[config.mk]
export PLATFORM = sky130hd
export DESIGN_NAME = pfl_core
export DESIGN_NICKNAME = d
export VERILOG_FILES = /design/src/pfl_pkg.sv /design/src/pfl_core.sv /design/src/pfl_timer.sv /design/src/pfl_sync.sv
export SDC_FILE = /design/constraint.sdc
export NUM_CORES = 1
export LEC_CHECK = 0
export ABC_AREA = 1
export ABC_CLOCK_PERIOD_IN_PS = 2500
export BUFFER_PORTS_ARGS = -buffer_cell sky130_fd_sc_hd__buf_4
export CAP_MARGIN = 25
export CORE_MARGIN = 5
export CORE_UTILIZATION = 45
export CTS_CLUSTER_SIZE = 25
export DETAILED_ROUTE_END_ITERATION = 7
export SETUP_SLACK_MARGIN = 0.02
export SYNTH_ARGS = -nofsm -noshare
export SYNTH_HDL_FRONTEND = slang
export SYNTH_SLANG_ARGS = --single-unit
[constraint.sdc]
create_clock -name clk_sys -period 2.5 [get_ports clk_sys]
set_input_delay 0.25 -clock clk_sys [delete_from_list [all_inputs] [get_ports clk_sys]]
set_output_delay 0.25 -clock clk_sys [all_outputs]
set_load 0.01 [all_outputs]
[src/pfl_pkg.sv]
package pfl_pkg;

  // Register indexes on the plain register port.
  localparam logic [7:0] PFL_ADDR_FEEDBACK_DIV = 8'h10;
  localparam logic [7:0] PFL_ADDR_DIV_SPEEDUP = 8'h1b;
  localparam logic [7:0] PFL_ADDR_NORMAL_GAIN = 8'h1c;
  localparam logic [7:0] PFL_ADDR_GAIN_TIMER_HI = 8'h1d;
  localparam logic [7:0] PFL_ADDR_PUMP_LOW = 8'h1e;
  localparam logic [7:0] PFL_ADDR_PUMP_HIGH = 8'h1f;
  localparam logic [7:0] PFL_ADDR_TIMER_LO = 8'h20;
  localparam logic [7:0] PFL_ADDR_IRQ_STATUS = 8'h40;
  localparam logic [7:0] PFL_ADDR_IRQ_MASK = 8'h41;

  // Field positions.
  localparam int PFL_RATE_LSB = 5;
  localparam int PFL_GAIN_LSB = 0;
  localparam int PFL_TIMER_HI_LSB = 5;
  localparam int PFL_FLAG_BIT = 6;
  localparam int PFL_TIMER_SCALE_SHIFT = 5;

  // Reset values.
  localparam logic [5:0] PFL_LOW_THR_RST = 6'h0a;
  localparam logic [5:0] PFL_HIGH_THR_RST = 6'h32;
  localparam logic [7:0] PFL_DIV_SPEEDUP_RST = 8'h08;

  // Slip-reduction codes.
  localparam logic [1:0] PFL_RATE_OFF = 2'h0;
  localparam logic [1:0] PFL_RATE_X2 = 2'h1;
  localparam logic [1:0] PFL_RATE_X4 = 2'h2;

  // Interrupt event bits.
  localparam int PFL_IRQ_W = 4;
  localparam int PFL_EV_DONE = 0;
  localparam int PFL_EV_LOW = 1;
  localparam int PFL_EV_HIGH = 2;
  localparam int PFL_EV_START = 3;

  // Register port signals that travel together.
  typedef struct packed {
    logic [7:0] addr;
    logic [7:0] wdata;
    logic wr;
    logic rd;
  } pfl_bus_req_t;

  // Timer states.
  typedef enum logic [0:0] {
    PFL_IDLE = 1'b0,
    PFL_RUN = 1'b1
  } pfl_state_t;

endpackage

[src/pfl_core.sv]
`timescale 1ns/1ps
module pfl_core
  import pfl_pkg::*;
(
  // Clock and reset.
  input wire logic clk_sys,
  input wire logic rstn,
  // Register port.
  input wire logic [7:0] reg_addr,
  input wire logic [7:0] reg_wdata,
  input wire logic reg_wr,
  input wire logic reg_rd,
  output logic [7:0] reg_rdata,
  // Ramp engine and analog comparators.
  input wire logic ramp_speedup_flag,
  input wire logic pump_below_low_cmp,
  input wire logic pump_above_high_cmp,
  input wire logic lock_detect_in,
  // Analog and divider controls.
  output logic [4:0] pump_gain,
  output logic [2:0] div_shift,
  output logic speedup_active,
  output logic lock_indicator,
  // Interrupt.
  output logic irq
);

  // Register port carrier.
  pfl_bus_req_t bus;

  // Stored register fields.
  logic [7:0] div_speedup;
  logic [7:0] normal_gain;
  logic [7:0] gain_timer_hi;
  logic [5:0] pump_low_threshold;
  logic [5:0] pump_high_threshold;
  logic [7:0] timer_lo;
  logic [PFL_IRQ_W-1:0] irq_status;
  logic [PFL_IRQ_W-1:0] irq_mask;

  // Next values of the stored fields and of the read data.
  logic [7:0] next_div_speedup;
  logic [7:0] next_normal_gain;
  logic [7:0] next_gain_timer_hi;
  logic [5:0] next_low_thr;
  logic [5:0] next_high_thr;
  logic [7:0] next_timer_lo;
  logic [PFL_IRQ_W-1:0] next_irq_status;
  logic [PFL_IRQ_W-1:0] next_irq_mask;
  logic [7:0] next_rdata;

  // Synchronised pin levels and their history.
  logic [2:0] sync_in;
  logic [2:0] sync_out;
  logic ramp_meta;
  logic ramp_fl;
  logic pump_above_low_bit;
  logic pump_above_high_bit;
  logic lock_sync;
  logic prev_above_low;
  logic prev_above_high;

  // Speed-up timer and the controls that it selects.
  logic timer_start;
  logic timer_running;
  logic timer_done;
  logic [10:0] speedup_timer_count;
  logic [1:0] speedup_rate_factor;
  logic [2:0] next_div_shift;
  logic [4:0] next_pump_gain;
  logic next_lock;

  // Events that set interrupt status bits.
  logic [PFL_IRQ_W-1:0] events;

  // Decode the slip-reduction code into a divider shift.
  // The reserved code falls through to no scaling, like code zero.
  function automatic logic [2:0] pfl_rate_shift(input logic [1:0] code);
    if (code == PFL_RATE_X2) begin
      pfl_rate_shift = 3'h1;
    end else if (code == PFL_RATE_X4) begin
      pfl_rate_shift = 3'h2;
    end else begin
      pfl_rate_shift = 3'h0;
    end
  endfunction

  // Gather the register port into one carrier.
  assign bus = '{addr: reg_addr, wdata: reg_wdata, wr: reg_wr, rd: reg_rd};

  // External pins cross into the system clock.
  // The comparators are analog and the lock level is untimed, so each passes two flip-flops.
  assign sync_in = {lock_detect_in, pump_above_high_cmp, pump_below_low_cmp};

  pfl_sync u_sync (
    .clk_sys(clk_sys),
    .rstn(rstn),
    .din(sync_in),
    .dout(sync_out)
  );

  // The low comparator pin is high below the threshold; its status bit is high above it.
  assign pump_above_low_bit = ~sync_out[0];
  assign pump_above_high_bit = sync_out[1];
  assign lock_sync = sync_out[2];

  // The ramp flag comes from the ramp engine's own timing, so it also passes two flip-flops.
  // Only the second stage is read, so a metastable first stage never reaches the controls.
  always_ff @(posedge clk_sys or negedge rstn) begin
    if (!rstn) begin
      ramp_meta <= 1'b0;
      ramp_fl <= 1'b0;
    end else begin
      ramp_meta <= ramp_speedup_flag;
      ramp_fl <= ramp_meta;
    end
  end

  // Timer setup: a write to the feedback divider index starts it.
  // The divider value itself lives elsewhere; only the strobe on its index matters here.
  assign timer_start = bus.wr && (bus.addr == PFL_ADDR_FEEDBACK_DIV);
  assign speedup_timer_count = {gain_timer_hi[7:PFL_TIMER_HI_LSB], timer_lo};
  assign speedup_rate_factor = div_speedup[PFL_RATE_LSB+1:PFL_RATE_LSB];

  pfl_timer u_timer (
    .clk_sys(clk_sys),
    .rstn(rstn),
    .start(timer_start),
    .count(speedup_timer_count),
    .running(timer_running),
    .done(timer_done)
  );

  // Speed-up is in force while timing or during a flagged ramp segment.
  // It is a plain OR of two flip-flops, so it settles early in the cycle after the write.
  assign speedup_active = timer_running || ramp_fl;

  // Gain, divider scaling and lock indicator selection.
  // Either comparator tripping forces the lock indicator low, whatever the lock level.
  always_comb begin
    if (speedup_active) begin
      next_pump_gain = gain_timer_hi[PFL_GAIN_LSB+4:PFL_GAIN_LSB];
      next_div_shift = pfl_rate_shift(speedup_rate_factor);
    end else begin
      next_pump_gain = normal_gain[PFL_GAIN_LSB+4:PFL_GAIN_LSB];
      next_div_shift = 3'h0;
    end
    next_lock = lock_sync && pump_above_low_bit && !pump_above_high_bit;
  end

  // Events for the interrupt status register.
  // Edges are taken from synchronised levels, so each crossing is counted once.
  always_comb begin
    events = '0;
    events[PFL_EV_DONE] = timer_done;
    events[PFL_EV_LOW] = prev_above_low && !pump_above_low_bit;
    events[PFL_EV_HIGH] = !prev_above_high && pump_above_high_bit;
    events[PFL_EV_START] = timer_start;
  end

  // Register writes; status bits clear on a written one, a new event wins.
  // The feedback divider index and unmapped indexes store nothing.
  always_comb begin
    next_div_speedup = div_speedup;
    next_normal_gain = normal_gain;
    next_gain_timer_hi = gain_timer_hi;
    next_low_thr = pump_low_threshold;
    next_high_thr = pump_high_threshold;
    next_timer_lo = timer_lo;
    next_irq_mask = irq_mask;
    next_irq_status = irq_status;
    if (bus.wr) begin
      if (bus.addr == PFL_ADDR_DIV_SPEEDUP) begin
        next_div_speedup = bus.wdata;
      end else if (bus.addr == PFL_ADDR_NORMAL_GAIN) begin
        next_normal_gain = bus.wdata;
      end else if (bus.addr == PFL_ADDR_GAIN_TIMER_HI) begin
        next_gain_timer_hi = bus.wdata;
      end else if (bus.addr == PFL_ADDR_PUMP_LOW) begin
        next_low_thr = bus.wdata[5:0];
      end else if (bus.addr == PFL_ADDR_PUMP_HIGH) begin
        next_high_thr = bus.wdata[5:0];
      end else if (bus.addr == PFL_ADDR_TIMER_LO) begin
        next_timer_lo = bus.wdata;
      end else if (bus.addr == PFL_ADDR_IRQ_STATUS) begin
        next_irq_status = irq_status & ~bus.wdata[PFL_IRQ_W-1:0];
      end else if (bus.addr == PFL_ADDR_IRQ_MASK) begin
        next_irq_mask = bus.wdata[PFL_IRQ_W-1:0];
      end
    end
    next_irq_status = next_irq_status | events;
  end

  // Read data for the cycle after the read strobe; unmapped reads give zero.
  // Reading has no side effect on the status bits.
  always_comb begin
    next_rdata = 8'h00;
    if (bus.rd) begin
      if (bus.addr == PFL_ADDR_DIV_SPEEDUP) begin
        next_rdata = div_speedup;
      end else if (bus.addr == PFL_ADDR_NORMAL_GAIN) begin
        next_rdata = normal_gain;
      end else if (bus.addr == PFL_ADDR_GAIN_TIMER_HI) begin
        next_rdata = gain_timer_hi;
      end else if (bus.addr == PFL_ADDR_PUMP_LOW) begin
        next_rdata = {1'b0, pump_above_low_bit, pump_low_threshold};
      end else if (bus.addr == PFL_ADDR_PUMP_HIGH) begin
        next_rdata = {1'b0, pump_above_high_bit, pump_high_threshold};
      end else if (bus.addr == PFL_ADDR_TIMER_LO) begin
        next_rdata = timer_lo;
      end else if (bus.addr == PFL_ADDR_IRQ_STATUS) begin
        next_rdata = {4'h0, irq_status};
      end else if (bus.addr == PFL_ADDR_IRQ_MASK) begin
        next_rdata = {4'h0, irq_mask};
      end
    end
  end

  // Configuration registers written over the register port.
  always_ff @(posedge clk_sys or negedge rstn) begin
    if (!rstn) begin
      div_speedup <= PFL_DIV_SPEEDUP_RST;
      normal_gain <= 8'h00;
      gain_timer_hi <= 8'h00;
      pump_low_threshold <= PFL_LOW_THR_RST;
      pump_high_threshold <= PFL_HIGH_THR_RST;
      timer_lo <= 8'h00;
    end else begin
      div_speedup <= next_div_speedup;
      normal_gain <= next_normal_gain;
      gain_timer_hi <= next_gain_timer_hi;
      pump_low_threshold <= next_low_thr;
      pump_high_threshold <= next_high_thr;
      timer_lo <= next_timer_lo;
    end
  end

  // Interrupt status and mask; status bits stay set until software writes a one to them.
  always_ff @(posedge clk_sys or negedge rstn) begin
    if (!rstn) begin
      irq_status <= '0;
      irq_mask <= '0;
    end else begin
      irq_status <= next_irq_status;
      irq_mask <= next_irq_mask;
    end
  end

  // Read data stands for one cycle after the read strobe and is zero otherwise.
  always_ff @(posedge clk_sys or negedge rstn) begin
    if (!rstn) begin
      reg_rdata <= 8'h00;
    end else begin
      reg_rdata <= next_rdata;
    end
  end

  // Pump gain and divider scaling are registered so that the analog side never sees a glitch.
  always_ff @(posedge clk_sys or negedge rstn) begin
    if (!rstn) begin
      pump_gain <= 5'h00;
      div_shift <= 3'h0;
    end else begin
      pump_gain <= next_pump_gain;
      div_shift <= next_div_shift;
    end
  end

  // Lock indicator, registered after the comparator and lock levels are combined.
  always_ff @(posedge clk_sys or negedge rstn) begin
    if (!rstn) begin
      lock_indicator <= 1'b0;
    end else begin
      lock_indicator <= next_lock;
    end
  end

  // Comparator history for edge events; the low history resets to the idle level of its bit,
  // so the release of reset cannot look like a falling crossing.
  always_ff @(posedge clk_sys or negedge rstn) begin
    if (!rstn) begin
      prev_above_low <= 1'b1;
      prev_above_high <= 1'b0;
    end else begin
      prev_above_low <= pump_above_low_bit;
      prev_above_high <= pump_above_high_bit;
    end
  end

  // Level interrupt while any unmasked status bit is set.
  // It follows the status and mask registers with no extra delay.
  assign irq = |(irq_status & irq_mask);

endmodule // pfl_core

[src/pfl_timer.sv]
`timescale 1ns/1ps
module pfl_timer
  import pfl_pkg::*;
(
  // Clock and reset.
  input wire logic clk_sys,
  input wire logic rstn,
  // Control.
  input wire logic start,
  input wire logic [10:0] count,
  // Status.
  output logic running,
  output logic done
);

  pfl_state_t state;
  pfl_state_t next_state;
  logic [15:0] remain;
  logic [15:0] next_remain;
  logic next_done;

  // Load on start from the scaled count, count down, and pulse done at the end.
  always_comb begin
    next_state = state;
    next_remain = remain;
    next_done = 1'b0;
    case (state)
      PFL_IDLE: begin
        if (start && count != 11'h000) begin
          next_state = PFL_RUN;
          next_remain = {count, 5'h00};
        end
      end
      PFL_RUN: begin
        if (start && count != 11'h000) begin
          next_remain = {count, 5'h00};
        end else if (start) begin
          next_state = PFL_IDLE;
          next_remain = 16'h0000;
        end else if (remain == 16'h0001) begin
          next_state = PFL_IDLE;
          next_remain = 16'h0000;
          next_done = 1'b1;
        end else begin
          next_remain = remain - 16'h0001;
        end
      end
      default: next_state = PFL_IDLE;
    endcase
  end

  // Timer registers.
  always_ff @(posedge clk_sys or negedge rstn) begin
    if (!rstn) begin
      state <= PFL_IDLE;
      remain <= 16'h0000;
      done <= 1'b0;
    end else begin
      state <= next_state;
      remain <= next_remain;
      done <= next_done;
    end
  end

  assign running = (state == PFL_RUN);

endmodule // pfl_timer

[src/pfl_sync.sv]
`timescale 1ns/1ps
module pfl_sync
  import pfl_pkg::*;
(
  // Clock and reset.
  input wire logic clk_sys,
  input wire logic rstn,
  // Asynchronous levels in, synchronised levels out.
  input wire logic [2:0] din,
  output logic [2:0] dout
);

  logic [2:0] meta;

  // Two flip-flops; only the second stage is read outside.
  always_ff @(posedge clk_sys or negedge rstn) begin
    if (!rstn) begin
      meta <= 3'h0;
      dout <= 3'h0;
    end else begin
      meta <= din;
      dout <= meta;
    end
  end

endmodule // pfl_sync

==> impl_metrics.ini <==
[synth]
syn_avg_cell_area_um2 = 8.42
synth_simple_gate_area_frac = 0.250
yosys.area.top_type = dfrtp_1
yosysWarnings = 0
synth_area_leaders = dfrtp_1 (49%), nand2_1 (12%), o21ai_0 (5.2%)
synth_fa_ha_area_frac = 0.00549
synth.most_common_cell = nand2_1
ys_seq_area_frac = 0.529
synth_xor_area_frac = 0.0173
synth_ff_type = dfrtp_1
yosysTopAreaCellShare = 0.489
synth.area.mux_share = 0
synth_top_family_by_area = simple AND/OR/NAND/NOR gates
synth_compound_area_frac = 0.129
synthTopCellsByCount = nand2_1 (146), dfrtp_1 (89), inv_1 (56)
async_reset_ff_frac = 1.00
synth-edff-count = 0
ys_seq_elements = 96
syn-cell-area_mm2 = 0.00455
synth.distinct_cells = 35
synthCells = 541
syn_nets = 567

[critical_path]
cp.arrival_ns = 1.61
critPathMaxStageDelay_ns = 0.45
critPathTopFamily = buffers and inverters
slowest_stage = dfrtp_1
cp_max_fo = 9
r2r_slack_ns = 0.77
cp-end-kind = output pin
path_buf_inv = 2
crit_type = reg -> out
crit_required_ns = 2.25
start_kind = flop
crit_path_cell_trace = nor2_1, clkinv_1, buf_4

[sta]
fmax_ghz = 0.537
finalSetupViolCount = 0
setup_slack_ns = 0.637
min_period_ns = 1.86
max_slew_margin = 0.491
slew_viol_final = 0
tightest_slew_ns = 0.763
hold_viol = 0
period_share = 0.745
rsz0062_at_grt = false
totalNegativeSetupSlack_ns = 0
skew_ns = 0.00576

[finish]
final_area_mm2 = 0.00524
antenna_cells = 0
nets = 616
drive_gt1_frac = 0.155
fin_util = 0.534
fill_cells = 957
area_delta_synth_final_pct = 15.1

[place]
dpl_cell_area_mm2 = 0.00498
pre_cts_ws_ns = 0.684
io_buffer_count = 41
dp.final_hpwl_um = 8330
gp_congestion = 0.901

[global_routing]
grt.total_usage = 0.192
globalRouteOverflowTotal = 0
grt_max_degree = 59
grt_pass1_wl_um = 18900
antenna_found_initial = 0
grt_pass1_vias = 3627

[route]
detail_route.vias_per_cell = 5.18
antenna_left = 0
drc = 0
first_pass_iters = 5
vias = 3771
wl_um = 11400
wl_per_cell_um = 15.7
drt-initial-drc-count = 301

[die]
die_area_mm2 = 0.0122
die_x_um = 111
core-area_mm2 = 0.00982
fp.dieH_um = 111
start_util = 0.464
num_rows = 36
ioPinCount = 43

[clock_network]
cts_tree = built
clock_latency_ns = 0.36
cts_buffers = 9
cts.sink_count = 96
ctsRootBufferMaster = clkbuf_8
cts_resized = 0
path_clk_slew_ns = 0.09
htree_levels = 3
cts_buffer_depth = 2

[pwr]
power.density_mw_per_mm2 = 730
p_leak_nw = 2.50
vdd_drop_max_v = 0.000452
finalPower_mw = 3.82

[job]
maxCapViolations = 0

[worst_hold_path]
hold_class = in -> reg

[outcome]
status = finished, final reports clean
==> per-layer routing <==
| layer | vias to the layer above | global-route usage | wire length [µm] |
|---|---|---|---|
| li1 | 1862 | - | - |
| met1 | 1771 | 0.273 | 5390 |
| met2 | 121 | 0.296 | 5210 |
| met3 | 17 | 0.0460 | 690 |
| met4 | 0 | 0.0452 | 126 |
| met5 | - | 0 | 0 |
==> sequential cells by signal, indices dropped and copies added (netlist names), 2 cells and up <==
register             flops
u_timer.remain          16
pump_gain                5
pump_high_threshold      6
div_shift                2
normal_gain              8
u_sync.dout              3
div_speedup              8
reg_rdata                8
irq_mask                 4
u_sync.meta              3
gain_timer_hi            8
pump_low_threshold       6
timer_lo                 8
irq_status               4
==> where the power goes <==
group	switching [mW]	internal, mW	total, mW
clock	0.546	0.553	1.10
sequential	0.124	1.69	1.81
combinational	0.570	0.343	0.913
total	1.24	2.58	3.82
==> metrics by stage <==
| stage | hold WS [ns] | cells |
|---|---|---|
| 3_5_place_dp | 0.336 | 707 |
| 5_1_grt | 0.150 | 728 |
| 6_report | 0.173 | 728 |
| 4_1_cts | 0.156 | 728 |
| 2_1_floorplan | -0.0456 | 541 |
| 3_3_place_gp | 0.335 | 707 |
==> final cells by class <==
cell class              count  area, µm²  share of cell area
clock inverters             3       47.5             0.00907
flip-flops and latches     96       2410               0.460
clock buffers              13        169              0.0322
inverters                  62        235              0.0449
repair buffers             47        378              0.0721
well taps                 133        166              0.0317
multi-input cells         374       1840               0.350
==> repair_timing <==
item / in CTS / in global routing
hold buffers: 5 / 0
buffers inserted: 0 / 0
hold endpoints to repair: 54 / 0
setup endpoints to repair: 0 / 0
==> worst register-to-register path, cell delays in order, from the launching register on <==
cell and delay [ns]:
dfrtp_1 0.45, nor2_1 0.12, nand2_1 0.07, nor2_1 0.19
nand2_1 0.14, nor2_1 0.27, a21oi_1 0.11, o21ai_1 0.18
nand3_1 0.09
==> layout by cell type, fill, tap and decap left out, types with 2 or more instances in the layout <==
master,count
clkbuf_8,12
xor2_1,7
a21oi_1,16
xnor2_1,2
o211ai_1,8
nand2_2,12
o221ai_1,3
clkinv_1,2
inv_2,3
buf_4,41
nand3_1,32
nand3_2,2
inv_1,56
inv_6,2
dfrtp_1,89
nor2_1,36
o22ai_1,6
nand2_1,146
o21ai_0,47
nor4_1,2
o21ai_1,28
nor2_2,2
dlygate4sd3_1,5
nand4_1,7
dfstp_2,7
nor2_4,4
ha_1,2
nor3_1,6
==> cell families (layout without fill, tap and decap cells) <==
logic type,Yosys count,count (layout)
AND/OR/NAND/NOR,253,253
other,1,1
XOR/XNOR,9,9
AO/OA/AOI/OAI,109,109
adder cells (fa/ha/maj),2,2
flip-flops,96,96
buffers and inverters,71,125
==> path summary, 6_finish.rpt <==
path / startpoint / cells past startpoint / end
max: u_timer.running$_DFF_PN0_ / 3 / speedup_active
min reg2reg: u_sync.meta[0]$_DFF_PN0_ / 0 / u_sync.dout[0]$_DFF_PN0_
min: reg_rd / 3 / reg_rdata[0]$_DFF_PN0_
max reg2reg: u_timer.remain[4]$_DFFE_PN0P_ / 8 / u_timer.remain[9]$_DFFE_PN0P_
min in group asynchronous: rstn / 2 / u_timer.remain[4]$_DFFE_PN0P_
max in group asynchronous: rstn / 3 / div_speedup[0]$_DFFE_PN0P_
Power figures use the tool's default switching activity.
